### config.mk
export PLATFORM = sky130hd
export DESIGN_NAME = timer8_regs
export DESIGN_NICKNAME = d
export VERILOG_FILES = /design/src/design/pin_edge_detect.v /design/src/design/tick_prescaler.v /design/src/design/timer8_regs.v
export VERILOG_INCLUDE_DIRS = /design/src /design/src/design
export SDC_FILE = /design/constraint.sdc
export NUM_CORES = 1
export LEC_CHECK = 0
export BUFFER_PORTS_ARGS = -buffer_cell sky130_fd_sc_hd__clkbuf_2
export CORE_MARGIN = 1
export CORE_UTILIZATION = 40
export DETAILED_ROUTE_END_ITERATION = 7
export HOLD_SLACK_MARGIN = 0.08
export PLACE_DENSITY = 0.72
export SYNTH_ARGS = -nofsm -noshare
export SYNTH_HDL_FRONTEND = slang
export SYNTH_SLANG_ARGS = --single-unit
### constraint.sdc
create_clock -name aclk -period 4.97 [get_ports aclk]
set_input_delay 0.7455 -clock aclk [delete_from_list [all_inputs] [get_ports aclk]]
set_output_delay 0.7455 -clock aclk [all_outputs]
set_load 0.05 [all_outputs]
### src/design/timer8_map.vh
// Purpose: Register offsets, field positions, reset values and codes of the 8-bit timer.
// Assumes: Included by the prescaler and register block design files; definitions only.
// Notes:   Byte addresses on a 32-bit AXI4-Lite bus, one register per aligned word.
`ifndef TIMER8_MAP_VH
`define TIMER8_MAP_VH

// Register byte offsets
`define OFS_COUNTER_VALUE    6'h00
`define OFS_COMPARE_VALUE    6'h04
`define OFS_IRQ_MASK         6'h08
`define OFS_IRQ_FLAGS        6'h0c
`define OFS_TIMER_CONTROL    6'h10
`define OFS_PRESCALER_CTRL   6'h14

// Field positions
`define BIT_COMPARE          0
`define BIT_OVERFLOW         1
`define BIT_PRESCALER_RESET  0
`define CS0_LSB              0
`define MODE_LSB             3
`define CS1_LSB              8

// Reset values
`define RST_COUNTER_VALUE    8'h00
`define RST_COMPARE_VALUE    8'h00
`define RST_IRQ_MASK         8'h00
`define RST_IRQ_FLAGS        8'h00
`define RST_CLOCK_SELECT     3'h0
`define RST_MODE             2'h0

// Clock source select codes
`define CS_STOPPED           3'h0
`define CS_DIRECT            3'h1
`define CS_DIV8              3'h2
`define CS_DIV64             3'h3
`define CS_DIV256            3'h4
`define CS_DIV1024           3'h5
`define CS_EXT_FALL          3'h6
`define CS_EXT_RISE          3'h7

// Counting modes
`define MODE_NORMAL          2'h0
`define MODE_PHASE_CORRECT   2'h1
`define MODE_CLEAR_ON_MATCH  2'h2
`define MODE_FAST            2'h3

// Prescaler taps: a tap fires when these low counter bits are all ones
`define PRESCALER_WIDTH      10
`define TAP_MASK_DIV8        10'h007
`define TAP_MASK_DIV64       10'h03f
`define TAP_MASK_DIV256      10'h0ff
`define TAP_MASK_DIV1024     10'h3ff

// Counter limits and bus answers
`define COUNT_MAX            8'hff
`define COUNT_BOTTOM         8'h00
`define RESP_OKAY            2'h0
`define RESP_SLVERR          2'h2

`endif

### src/design/pin_edge_detect.v
// Purpose: Synchronise an external count pin and detect its edges.
// Assumes: Pin is asynchronous to aclk.
// Notes:   Two synchroniser stages, a hold stage standing in for the half-cycle latch,
//          then edge compare; pulses are one cycle wide.
`timescale 1ns/1ps

module pin_edge_detect
(
	// Clock and reset
	input  wire aclk,
	input  wire aresetn,
	// Pin
	input  wire count_pin,
	// Edge pulses
	output wire rise_pulse,
	output wire fall_pulse
);

	reg sync_first;  // First synchroniser stage, read only by sync_second
	reg sync_second; // Second synchroniser stage
	reg sampled;     // Latched sample, one cycle behind

	// Sample once per cycle through the chain
	always @(posedge aclk)
	begin
		if (!aresetn)
		begin
			sync_first  <= 1'b0;
			sync_second <= 1'b0;
			sampled     <= 1'b0;
		end
		else
		begin
			sync_first  <= count_pin;
			sync_second <= sync_first;
			sampled     <= sync_second;
		end
	end

	// One pulse per edge seen between adjacent samples
	assign rise_pulse = sync_second & ~sampled;
	assign fall_pulse = ~sync_second & sampled;

endmodule

### src/design/tick_prescaler.v
// Purpose: Free-running prescaler shared by both timers, with four tap pulses.
// Assumes: One clock; clear is a one-cycle pulse from the register block.
// Notes:   Taps fire once every 8, 64, 256 and 1024 cycles.
`timescale 1ns/1ps
`include "timer8_map.vh"

module tick_prescaler
(
	// Clock and reset
	input  wire       aclk,
	input  wire       aresetn,
	// Control
	input  wire       prescaler_clear,
	// Tap pulses: bit 0 div 8, 1 div 64, 2 div 256, 3 div 1024
	output wire [3:0] tap_pulses
);

	reg [`PRESCALER_WIDTH-1:0] phase; // Free-running count

	// Runs regardless of any clock select; only reset or a clear restarts it
	always @(posedge aclk)
	begin
		if (!aresetn || prescaler_clear)
			phase <= {`PRESCALER_WIDTH{1'b0}};
		else
			phase <= phase + 1'b1;
	end

	// Taps are the cycles where the low bits are all ones
	assign tap_pulses[0] = (phase & `TAP_MASK_DIV8) == `TAP_MASK_DIV8;
	assign tap_pulses[1] = (phase & `TAP_MASK_DIV64) == `TAP_MASK_DIV64;
	assign tap_pulses[2] = (phase & `TAP_MASK_DIV256) == `TAP_MASK_DIV256;
	assign tap_pulses[3] = (phase & `TAP_MASK_DIV1024) == `TAP_MASK_DIV1024;

endmodule

### src/design/timer8_regs.v
// Purpose: 8-bit timer with compare, overflow/compare flags, shared prescaler
//          and external count pins, reached over AXI4-Lite.
// Assumes: aclk at 10 MHz, synchronous active-low reset, core supplies the
//          global interrupt enable and vector-taken pulses.
// Notes:   A second timer's clock-select path is kept here so both share the prescaler.
// Contract
// - Counter value readable and writable any time
// - Counter write blocks compare at next tick
// - Compare value continuously compared with counter
// - Overflow irq needs enable bit1, global, flag
// - Compare irq needs enable bit0, global, flag
// - Overflow flag bit1 set on counter overflow
// - Phase correct sets overflow at bottom reversal
// - Compare flag bit0 set on match
// - Taken vector clears its flag
// - Writing one clears flag; zero ignored
// - Two timers share prescaler, separate selects
// - Select 1 counts every clock
// - Prescaler taps divide by 8,64,256,1024
// - Prescaler free runs, ignores clock selects
// - Prescaled start latency 1 to N+1
// - Prescaler reset restarts phase for both
// - Pin sampled through sync then latch stage
// - One tick per rising or falling edge
// - Pin edge reaches counter within 2.5-3.5
// - Select 0 stops, 1-5 internal, 6-7 pin
// - Prescaler reset bit self-clears, reads zero
`timescale 1ns/1ps
`include "timer8_map.vh"

module timer8_regs
(
	// Clock and reset
	input  wire        aclk,
	input  wire        aresetn,
	// AXI4-Lite write address
	input  wire [5:0]  s_axi_awaddr,
	input  wire        s_axi_awvalid,
	output wire        s_axi_awready,
	// AXI4-Lite write data
	input  wire [31:0] s_axi_wdata,
	input  wire [3:0]  s_axi_wstrb,
	input  wire        s_axi_wvalid,
	output wire        s_axi_wready,
	// AXI4-Lite write response
	output reg  [1:0]  s_axi_bresp,
	output reg         s_axi_bvalid,
	input  wire        s_axi_bready,
	// AXI4-Lite read address
	input  wire [5:0]  s_axi_araddr,
	input  wire        s_axi_arvalid,
	output wire        s_axi_arready,
	// AXI4-Lite read data
	output reg  [31:0] s_axi_rdata,
	output reg  [1:0]  s_axi_rresp,
	output reg         s_axi_rvalid,
	input  wire        s_axi_rready,
	// Core interrupt interface
	input  wire        global_irq_enable,
	input  wire        overflow_vector_taken,
	input  wire        compare_vector_taken,
	output reg         overflow_irq,
	output reg         compare_irq,
	// Pins
	input  wire        external_count_pin,
	input  wire        second_count_pin,
	output reg         compare_output_pin,
	// Tick enables
	output reg         timer_tick_enable,
	output reg         second_tick_enable
);

	// Decoded register selector, one bit per register, zero when unmapped
	function [5:0] reg_decode;
		input [5:0] addr;
		begin
			case (addr)
				`OFS_COUNTER_VALUE:  reg_decode = 6'h01;
				`OFS_COMPARE_VALUE:  reg_decode = 6'h02;
				`OFS_IRQ_MASK:       reg_decode = 6'h04;
				`OFS_IRQ_FLAGS:      reg_decode = 6'h08;
				`OFS_TIMER_CONTROL:  reg_decode = 6'h10;
				`OFS_PRESCALER_CTRL: reg_decode = 6'h20;
				default:             reg_decode = 6'h00;
			endcase
		end
	endfunction

	// Pick the tick for a clock select code
	function pick_tick;
		input [2:0] sel;
		input [3:0] taps;
		input       rise;
		input       fall;
		begin
			case (sel)
				`CS_STOPPED:  pick_tick = 1'b0;
				`CS_DIRECT:   pick_tick = 1'b1;
				`CS_DIV8:     pick_tick = taps[0];
				`CS_DIV64:    pick_tick = taps[1];
				`CS_DIV256:   pick_tick = taps[2];
				`CS_DIV1024:  pick_tick = taps[3];
				`CS_EXT_FALL: pick_tick = fall;
				default:      pick_tick = rise;
			endcase
		end
	endfunction

	// Merge a byte-lane-0 write into an 8-bit register
	function [7:0] merge_low;
		input [7:0]  old;
		input [31:0] data;
		input [3:0]  strb;
		begin
			merge_low = strb[0] ? data[7:0] : old;
		end
	endfunction

	// Register state
	reg  [7:0]  counter_value;        // Live counter
	reg  [7:0]  compare_value;        // Compare reference
	reg  [7:0]  timer_interrupt_mask; // Enable bits
	reg  [7:0]  timer_interrupt_flags;// Sticky flags
	reg  [2:0]  clock_source_select;  // This timer's source
	reg  [2:0]  second_clock_select;  // Sibling timer's source
	reg  [1:0]  count_mode;           // Counting sequence
	reg         count_down;           // Phase correct direction
	reg         compare_blocked;      // Set by a counter write

	// Bus state
	reg         aw_held;              // Write address captured
	reg  [5:0]  aw_addr;              // Captured write address
	reg         w_held;               // Write data captured
	reg  [31:0] w_data;               // Captured write data
	reg  [3:0]  w_strb;               // Captured byte enables

	// Internal pulses
	wire [3:0]  taps;                 // Prescaler tap pulses
	wire        ext_rise;             // Pin rising edge
	wire        ext_fall;             // Pin falling edge
	wire        second_rise;          // Second pin rising edge
	wire        second_fall;          // Second pin falling edge
	wire        do_write;             // Both halves of a write present
	wire [5:0]  wsel;                 // Write register selector
	wire [5:0]  rsel;                 // Read register selector
	wire        tick;                 // This timer's tick this cycle
	wire        prescaler_clear;      // Self-clearing reset strobe
	reg  [7:0]  next_counter;         // Counter after this tick
	reg         overflow_event;       // Overflow this cycle
	wire        compare_event;        // Qualified compare match this cycle
	reg  [31:0] read_word;            // Read multiplexer

	// Handshake readiness: one write and one read in flight
	assign s_axi_awready = !aw_held && !s_axi_bvalid;
	assign s_axi_wready  = !w_held && !s_axi_bvalid;
	assign s_axi_arready = !s_axi_rvalid;
	assign do_write      = aw_held && w_held && !s_axi_bvalid;
	assign wsel          = reg_decode(aw_addr);
	assign rsel          = reg_decode(s_axi_araddr);

	// Prescaler reset strobe exists for one cycle only, so it reads as zero
	assign prescaler_clear = do_write && wsel[5] && w_strb[0]
		&& w_data[`BIT_PRESCALER_RESET];

	// Shared prescaler for both timers
	tick_prescaler u_prescaler
	(
		.aclk            (aclk),
		.aresetn         (aresetn),
		.prescaler_clear (prescaler_clear),
		.tap_pulses      (taps)
	);

	// Edge detector for this timer's pin
	pin_edge_detect u_edge_main
	(
		.aclk       (aclk),
		.aresetn    (aresetn),
		.count_pin  (external_count_pin),
		.rise_pulse (ext_rise),
		.fall_pulse (ext_fall)
	);

	// Edge detector for the sibling timer's pin
	pin_edge_detect u_edge_second
	(
		.aclk       (aclk),
		.aresetn    (aresetn),
		.count_pin  (second_count_pin),
		.rise_pulse (second_rise),
		.fall_pulse (second_fall)
	);

	// Each timer picks its own tap from the same prescaler
	assign tick = pick_tick(clock_source_select, taps, ext_rise, ext_fall);

	// Tick enables registered for observation
	always @(posedge aclk)
	begin
		if (!aresetn)
		begin
			timer_tick_enable  <= 1'b0;
			second_tick_enable <= 1'b0;
		end
		else
		begin
			timer_tick_enable  <= tick;
			second_tick_enable <= pick_tick(second_clock_select, taps,
				second_rise, second_fall);
		end
	end

	// Next counter value and overflow for the current mode
	always @*
	begin
		next_counter   = counter_value + 8'h01;
		overflow_event = 1'b0;
		case (count_mode)
			`MODE_PHASE_CORRECT:
			begin
				if (!count_down)
				begin
					// Turn around at the top without overflow
					if (counter_value == `COUNT_MAX)
						next_counter = counter_value - 8'h01;
				end
				else if (counter_value == `COUNT_BOTTOM)
				begin
					// Turn around at bottom, which is the overflow here
					overflow_event = 1'b1;
				end
				else
					next_counter = counter_value - 8'h01;
			end
			`MODE_CLEAR_ON_MATCH:
			begin
				// Restart after reaching the compare value
				if (counter_value == compare_value)
					next_counter = `COUNT_BOTTOM;
				overflow_event = counter_value == `COUNT_MAX;
			end
			default:
			begin
				// Normal and fast modes wrap at the maximum
				overflow_event = counter_value == `COUNT_MAX;
			end
		endcase
	end

	// Match is continuous; qualified by a tick and no recent counter write
	assign compare_event = tick && (counter_value == compare_value)
		&& !compare_blocked;

	// Counter, direction and write blocking
	always @(posedge aclk)
	begin
		if (!aresetn)
		begin
			counter_value   <= `RST_COUNTER_VALUE;
			count_down      <= 1'b0;
			compare_blocked <= 1'b0;
		end
		else if (do_write && wsel[0] && w_strb[0])
		begin
			// Software write wins over a tick in the same cycle
			counter_value   <= w_data[7:0];
			compare_blocked <= 1'b1;
		end
		else if (tick)
		begin
			counter_value   <= next_counter;
			compare_blocked <= 1'b0;
			if (count_mode == `MODE_PHASE_CORRECT)
			begin
				// Direction flips at either end
				if (!count_down && counter_value == `COUNT_MAX)
					count_down <= 1'b1;
				else if (count_down && counter_value == `COUNT_BOTTOM)
					count_down <= 1'b0;
			end
			else
				count_down <= 1'b0;
		end
	end

	// Software-written configuration
	always @(posedge aclk)
	begin
		if (!aresetn)
		begin
			compare_value        <= `RST_COMPARE_VALUE;
			timer_interrupt_mask <= `RST_IRQ_MASK;
			clock_source_select  <= `RST_CLOCK_SELECT;
			second_clock_select  <= `RST_CLOCK_SELECT;
			count_mode           <= `RST_MODE;
		end
		else if (do_write)
		begin
			if (wsel[1])
				compare_value <= merge_low(compare_value, w_data, w_strb);
			if (wsel[2])
				timer_interrupt_mask <= merge_low(timer_interrupt_mask, w_data, w_strb);
			if (wsel[4] && w_strb[0])
			begin
				clock_source_select <= w_data[`CS0_LSB +: 3];
				count_mode          <= w_data[`MODE_LSB +: 2];
			end
			if (wsel[4] && w_strb[1])
				second_clock_select <= w_data[`CS1_LSB +: 3];
		end
	end

	// Flags: hardware set wins over vector or software clear
	always @(posedge aclk)
	begin
		if (!aresetn)
			timer_interrupt_flags <= `RST_IRQ_FLAGS;
		else
		begin
			if (tick && overflow_event)
				timer_interrupt_flags[`BIT_OVERFLOW] <= 1'b1;
			else if (overflow_vector_taken)
				timer_interrupt_flags[`BIT_OVERFLOW] <= 1'b0;
			else if (do_write && wsel[3] && w_strb[0] && w_data[`BIT_OVERFLOW])
				timer_interrupt_flags[`BIT_OVERFLOW] <= 1'b0;
			if (compare_event)
				timer_interrupt_flags[`BIT_COMPARE] <= 1'b1;
			else if (compare_vector_taken)
				timer_interrupt_flags[`BIT_COMPARE] <= 1'b0;
			else if (do_write && wsel[3] && w_strb[0] && w_data[`BIT_COMPARE])
				timer_interrupt_flags[`BIT_COMPARE] <= 1'b0;
		end
	end

	// Interrupt requests and compare pin, registered
	always @(posedge aclk)
	begin
		if (!aresetn)
		begin
			overflow_irq       <= 1'b0;
			compare_irq        <= 1'b0;
			compare_output_pin <= 1'b0;
		end
		else
		begin
			overflow_irq <= global_irq_enable
				&& timer_interrupt_mask[`BIT_OVERFLOW]
				&& timer_interrupt_flags[`BIT_OVERFLOW];
			compare_irq  <= global_irq_enable
				&& timer_interrupt_mask[`BIT_COMPARE]
				&& timer_interrupt_flags[`BIT_COMPARE];
			// Toggle on every qualified match
			if (compare_event)
				compare_output_pin <= ~compare_output_pin;
		end
	end

	// Write channel capture and response
	always @(posedge aclk)
	begin
		if (!aresetn)
		begin
			aw_held      <= 1'b0;
			aw_addr      <= 6'h00;
			w_held       <= 1'b0;
			w_data       <= 32'h00000000;
			w_strb       <= 4'h0;
			s_axi_bvalid <= 1'b0;
			s_axi_bresp  <= `RESP_OKAY;
		end
		else
		begin
			// Address and data may arrive in either order
			if (s_axi_awvalid && s_axi_awready)
			begin
				aw_held <= 1'b1;
				aw_addr <= s_axi_awaddr;
			end
			if (s_axi_wvalid && s_axi_wready)
			begin
				w_held <= 1'b1;
				w_data <= s_axi_wdata;
				w_strb <= s_axi_wstrb;
			end
			if (do_write)
			begin
				// Unmapped addresses answer with a slave error
				aw_held      <= 1'b0;
				w_held       <= 1'b0;
				s_axi_bvalid <= 1'b1;
				s_axi_bresp  <= (wsel == 6'h00) ? `RESP_SLVERR : `RESP_OKAY;
			end
			else if (s_axi_bvalid && s_axi_bready)
				s_axi_bvalid <= 1'b0;
		end
	end

	// Read multiplexer; reserved bits and the strobe read as zero
	always @*
	begin
		read_word = 32'h00000000;
		case (1'b1)
			rsel[0]: read_word[7:0] = counter_value;
			rsel[1]: read_word[7:0] = compare_value;
			rsel[2]: read_word[7:0] = timer_interrupt_mask;
			rsel[3]: read_word[7:0] = timer_interrupt_flags;
			rsel[4]:
			begin
				read_word[`CS0_LSB +: 3]  = clock_source_select;
				read_word[`MODE_LSB +: 2] = count_mode;
				read_word[`CS1_LSB +: 3]  = second_clock_select;
			end
			default: read_word = 32'h00000000;
		endcase
	end

	// Read channel: answer one cycle after the address is taken
	always @(posedge aclk)
	begin
		if (!aresetn)
		begin
			s_axi_rvalid <= 1'b0;
			s_axi_rdata  <= 32'h00000000;
			s_axi_rresp  <= `RESP_OKAY;
		end
		else if (s_axi_arvalid && s_axi_arready)
		begin
			s_axi_rvalid <= 1'b1;
			s_axi_rdata  <= read_word;
			s_axi_rresp  <= (rsel == 6'h00) ? `RESP_SLVERR : `RESP_OKAY;
		end
		else if (s_axi_rvalid && s_axi_rready)
			s_axi_rvalid <= 1'b0;
	end

endmodule

## Word-level counts from Yosys, hierarchy flattened

Index checks and enable logic that the tools add are counted.

| word-level totals | value |
|---|---|
| bits in registers | 95 |
| bits in latches | 0 |
| RAM bits | 0 |
| memory bits (read-only) | 0 |
| input bits | 60 |
| output and inout port bits | 46 |
| memories | 0 |

| cells by class | value |
|---|---|
| add/subtract/negate cells | 3 |
| multipliers | 0 |
| divide/modulo/power cells | 0 |
| magnitude comparators | 0 |
| eq/ne operators | 31 |
| shift-type cells | 0 |
| multiplexer cells | 44 |
| bitwise logic cells | 11 |
| reduce and logical (&&, ||, !) cells | 55 |

Operator list:

| operator | number |
|---|---|
| one-hot mux 6 bit (6 select lines) | 2 |
| two-way mux 8 bit | 6 |
| logical AND 1 bit | 29 |
| two-way mux 5 bit | 5 |
| equality test 6 x 4 -> 1 bit, second input constant | 4 |
| equality test 6 x 5 -> 1 bit, second input constant | 4 |
| zero test 6 bit | 4 |
| two-way mux 3 bit | 8 |
| equality test 3 bit, second input constant | 7 |
| two-way mux 1 bit | 18 |
| equality test 8 bit, second input constant | 2 |
| one-hot mux 8 bit (2 select lines) | 1 |
| one-hot mux 1 bit (7 select lines) | 2 |
| equality test 3 x 2 -> 1 bit, second input constant | 4 |
| equality test 6 x 3 -> 1 bit, second input constant | 2 |
| adder 10 x 1 -> 10 bit, second input constant | 1 |
| equality test 10 bit, second input constant | 1 |
| AND reduction 3 bit | 3 |
| adder 8 x 1 -> 8 bit, second input constant | 1 |
| equality test 8 bit | 1 |
| zero test 8 bit | 1 |
| subtractor 8 x 1 -> 8 bit, second input constant | 1 |
| zero test 1 bit | 7 |
| NOT 1 bit | 7 |
| 13 further kinds | 23 |

## Logic depth before layout (Yosys ltp)

| depth | value |
|---|---|
| depth in word-level cells | 8 |
| depth in mapped cells | 9 |
| mapped depth without buffers | 8 |

## Modules after synthesis

A second synthesis with hierarchy kept.

| second synthesis, totals | value |
|---|---|
| cells, all modules | 565 |
| area total of the unflattened synthesis | 4792.1 um^2 |

Modules (own cells, without submodules):

| module | instances | cells an instance | area each (um^2) |
|---|---|---|---|
| timer8_regs | 1 | 498 | 4149.0 |
| tick_prescaler | 1 | 51 | 460.4 |
| pin_edge_detect | 2 | 8 | 91.3 |

## Worst setup path after synthesis

OpenSTA, ideal clock, no wires.

| timing path | value |
|---|---|
| path kind | register -> output |
| start point | reg s_axi_bvalid |
| end point | out s_axi_awready |
| data arrival time | 1.340 ns |
| required time | 4.225 ns |
| setup slack | 2.884 ns |
| cell stages (with the launch flop) | 3 |
| path buffers | 1 |
| cells stage by stage | dfxtp_1 -> buf_2 -> nor2_1 |

| between the ends | value |
|---|---|
| cells in the longest elaborated chain, start to end | 2 |

Ends and longest elaborated chain:

| what | RTL line | RTL |
|---|---|---|
| start: declaration | timer8_regs.v:47 | `output reg s_axi_bvalid,` |
| start signal: assignment | timer8_regs.v:368 | `s_axi_bvalid <= 1'b0;` |
| start signal: assignment | timer8_regs.v:390 | `s_axi_bvalid <= 1'b1;` |
| start signal: assignment | timer8_regs.v:394 | `s_axi_bvalid <= 1'b0;` |
| zero test 1 bit | timer8_regs.v:154 | `assign s_axi_awready = !aw_held && !s_axi_bvalid;` |
| logical AND 1 bit | timer8_regs.v:154 |  |
| end: declaration | timer8_regs.v:39 | `output wire s_axi_awready,` |

No other way between the ends.

## Final worst setup path

| timing path | value |
|---|---|
| start point | reg u_prescaler.phase[0] |
| end point | reg count_down |

| between the ends | value |
|---|---|
| cells in the longest elaborated chain, start to end | 3 |
| elaborated cells on any way between the ends | 6 |

Ends and longest elaborated chain:

| what | RTL line | RTL |
|---|---|---|
| start: declaration | tick_prescaler.v:18 | `` reg [`PRESCALER_WIDTH-1:0] phase; `` |
| start signal: assignment | tick_prescaler.v:24 | `` phase <= {`PRESCALER_WIDTH{1'b0}}; `` |
| start signal: assignment | tick_prescaler.v:26 | `phase <= phase + 1'b1;` |
| equality test 10 bit (no source line), or another cell as far along | -- |  |
| one-hot mux 1 bit (7 select lines) (*) | timer8_regs.v:96 | `case (sel)` |
| AND reduction 3 bit (no source line) (*) | -- |  |
| end signal: assignment | timer8_regs.v:260 | `count_down <= 1'b0;` |
| end signal: assignment | timer8_regs.v:277 | `count_down <= 1'b1;` |
| end signal: assignment | timer8_regs.v:279 | `count_down <= 1'b0;` |
| end: declaration | timer8_regs.v:127 | `reg count_down;` |

Every way passes the cells marked *; elsewhere a longest branch is shown, timed or not.
A chain may end at the register's enable or synchronous reset.

==> reports/qor.csv <==
stage,metric,value,unit
outcome,outcome,completed,
floorplanning,Placeable Area,11100,µm²
min_path,HP Class,flop to flop,
worst_setup_path,FF-to-FF Start,u_prescaler.phase[0]$_SDFF_PP0_,
min_path,HP Start,u_edge_second.sync_first$_SDFF_PN0_,
worst_setup_path,Critical Path End Type,flop,
worst_setup_path,critical path's slowest cell,o221a_1,
worst_setup_path,Reg2Reg Capture Point,count_down$_SDFFE_PN0P_,
finish,most frequent cells in the layout,"dfxtp_1, nor2_1, clkbuf_2, nand2_1, a21oi_1",
power,Comb power frac,12.2,%
worst_setup_path,CP Cell Sequence,ha_1 > ha_1 > and3b_1 > a311oi_1 > o221a_1 > nor2_2 > a41oi_1 > a311oi_1,
synthesis,mapped cell area,4640,µm²
sta,fmax,383,MHz
finish,"commonest non-fill, non-tap cell in the layout",dfxtp_1,
worst_setup_path,top fanout value on the critical path,14,
clocking,root buf cell,clkbuf_16,
power,Int Pwr,1.25,mW
worst_setup_path,WS Path Type,flop to flop,
power,clock share of power,40.8,%
synthesis,number of synthesized flops with an enable pin,0,
synthesis,leading area contributor after synthesis,dfxtp_1,
sta,Fin Setup TNS,0,ns
synthesis,Syn. warnings,0,
clocking,TritonCTS clock tree,done,
route,Iter 0 DRT Violations,248,
sta,# setup viols final,0,
finish,antenna diode count,0,
route,DRT antenna net count,0,
power,pwr/cell area,330,nW/µm²
worst_setup_path,Worst Path Buf+Inv,0,
synthesis,sequential share of the synthesized area,40.1,%
global_route,vias in the first global route,3614,
finish,post-route insts no fill,729,
global_route,first-pass GRT wire length,18.1,mm
finish,Fillers,1096,
worst_setup_path,max incr delay on CP,0.66,ns
finish,Area Overhead vs Synth,11.8,%
global_route,initial antenna violation count,0,
synthesis,Synth area leaders,"dfxtp_1, mux2i_1, nor2_1, nand2_1, buf_4",
finish,Nets,652,
sta,Final Max Slew Viols,0,
placed_design,placed instance count,714,
worst_setup_path,"CP delay by family, top",compound AO/OA/AOI/OAI gates,
sta,Slew @ Worst Pin,1.16,ns
clocking,clock latency on the worst-skew pair,0.35,ns
global_route,largest net degree at the start of global routing,68,
placed_design,GP Congestion,0.836,
clocking,# hold bufs at CTS,0,
floorplanning,io pins,106,
clocking,htree depth,3,
clocking,Post-CTS Resized,0,
synthesis,synth unique cells,64,
job,max cap viols,0,
worst_setup_path,Worst setup SP type,flop,
clocking,TritonCTS Buffers,9,
route,DRC Markers,0,
route,drt first pass iters,5,
floorplanning,row cnt,38,
sta,Worst slew margin,23.0,%
global_route,Total GRT Usage,19.6,%
power,Switch Pwr,0.461,mW
floorplanning,Initial Util,41.9,%
sta,final worst-path cycle share,52.5,%
clocking,clk slew on worst S/H paths,0.06,ns
clocking,Post-CTS Setup Repair Bufs,0,
worst_setup_path,WP data arrival,2.78,ns
route,Wirelength per Cell,15.2,µm
floorplanning,Die Ht,110,µm
power,Max IR drop VDD,0.166,mV
placed_design,input/output buffers,59,
sta,post-layout min period,2.61,ns
min_path,WHS Endpoint,u_edge_second.sync_second$_SDFF_PN0_,
synthesis,average size of a mapped cell,8.51,µm²
sta,worst clock skew,0.00787,ns
synthesis,Synth top area share,40.1,%
power,Net Sw Frac,26.9,%
route,final WL,11.1,mm
floorplanning,Die ar.,12000,µm²
power,cell leakage power,2.14,nW
worst_setup_path,WP depth,8,
synthesis,top_reg_cell synth,dfxtp_1,
finish,layout cell share with drive strength beyond 1,15.8,%
min_path,hold path depth,1,
floorplanning,DIE WIDTH,110,µm
worst_setup_path,worst endpoint required time,5.15,ns
route,vias per inst,5.40,
synthesis,synthesis-stage register bit count,93,
worst_setup_path,Reg2Reg Depth,8,
global_route,gr ovfl total,0,
sta,RSZ-0062 raised after global routing,no,
clocking,Bufs on Longest Clock Path,2,
clocking,CTS sink count,93,
power,Flop pwr share,47.0,%
synthesis,asr flop ratio synth,0,%
synthesis,Synth Instances,545,
placed_design,post-DP HPWL,7.99,mm
sta,Fin. Hold Viols,0,
worst_setup_path,r2r setup slk,2.36,ns
route,via count,3938,
## worst max-delay path by stage
stage	start	slack (ns)	end
2_1_floorplan	s_axi_bvalid$_SDFFE_PN0P_	2.88	s_axi_awready
3_3_place_gp	u_prescaler.phase[0]$_SDFF_PP0_	2.46	count_down$_SDFFE_PN0P_
3_5_place_dp	u_prescaler.phase[0]$_SDFF_PP0_	2.38	count_down$_SDFFE_PN0P_
4_1_cts	u_prescaler.phase[0]$_SDFF_PP0_	2.38	count_down$_SDFFE_PN0P_
5_1_grt	u_prescaler.phase[0]$_SDFF_PP0_	2.11	count_down$_SDFFE_PN0P_
6_report	u_prescaler.phase[0]$_SDFF_PP0_	2.36	count_down$_SDFFE_PN0P_
## cells by family (layout without fill, tap and decap cells)
family | after synthesis | after routing | share of synthesized area, %
flops | 93 | 93 | 40.1
mux | 37 | 37 | 8.04
compound gates | 108 | 108 | 15.3
buf+inv | 68 | 90 | 7.85
xor+xnor | 21 | 21 | 3.96
other cells | 1 | 23 | 0.0808
fa+ha+maj | 7 | 7 | 1.89
simple gates | 210 | 210 | 22.7
## per-stage QoR
stage                     instance area, µm²  worst slack (ns)  power, mW  utilization [%]  hold WS [ns]
after floorplan                         4720              2.88      0.995                -         0.412
after global placement                  4890              2.46       1.02             44.1         0.422
after detailed placement                4890              2.38       1.03             44.1         0.429
after CTS                               5190              2.38       1.72             46.8         0.450
after global routing                    5190              2.11       1.77             46.8         0.466
final                                   5190              2.36       1.71             46.8         0.445
## registers in the layout, indices dropped and copies added (netlist names), 2 cells and up
register / count
second_clock_select: 3
s_axi_rdata: 11
counter_value: 8
w_strb: 2
compare_value: 8
u_prescaler.phase: 10
w_data: 11
timer_interrupt_mask: 8
timer_interrupt_flags: 2
count_mode: 2
aw_addr: 6
clock_source_select: 3
## power by group through the flow
stage	Clock [mW]	Sequential (mW)	Combinational, mW
6_report	0.698	0.804	0.209
5_1_grt	0.738	0.808	0.229
4_1_cts	0.708	0.803	0.209
3_5_place_dp	0	0.820	0.208
3_3_place_gp	0	0.819	0.205
2_1_floorplan	0	0.818	0.177
## synth_stat cells, drive strengths merged, types with 3 or more instances
master	count
a311oi	5
a221oi	3
nand4	4
dfxtp	93
nor3	13
nand4b	3
nor4	3
nand2b	3
ha	7
a211oi	5
or3	4
inv	16
nand2	56
nor2b	8
xor2	9
and3	6
o221ai	3
a22oi	5
or4	3
clkbuf	20
xnor2	12
a31oi	5
nand3	13
and3b	3
buf	32
a21oi	38
nor3b	3
and4	4
mux2i	35
nor2	71
and2	8
o21ai	25
## layer usage
metal / routed length, µm / vias to the layer above / track usage [%]
met3: 624 / 16 / 3.73
met1: 5020 / 1845 / 25.9
li1: - / 1938 / -
met4: 185 / 0 / 7.33
met2: 5240 / 139 / 31.7
met5: 0 / - / 0
## cell type report
class                           instances  area [µm²]  share of cell area (%)
Tap cell                              140         175                    3.38
Sequential cell                        93        1860                    35.9
Clock inverter                          3        43.8                   0.844
Timing Repair Buffer                   59         295                    5.69
Inverter                               16        60.1                    1.16
Clock buffer                           12         256                    4.94
Multi-Input combinational cell        406        2500                    48.1
## worst register-to-register path: stages, from the launching register on
cell,delay (ns)
dfxtp_1,0.33
ha_1,0.24
ha_1,0.20
and3b_1,0.18
a311oi_1,0.32
o221a_1,0.66
nor2_2,0.19
a41oi_1,0.26
a311oi_1,0.07
Power figures use the tool's default switching activity.
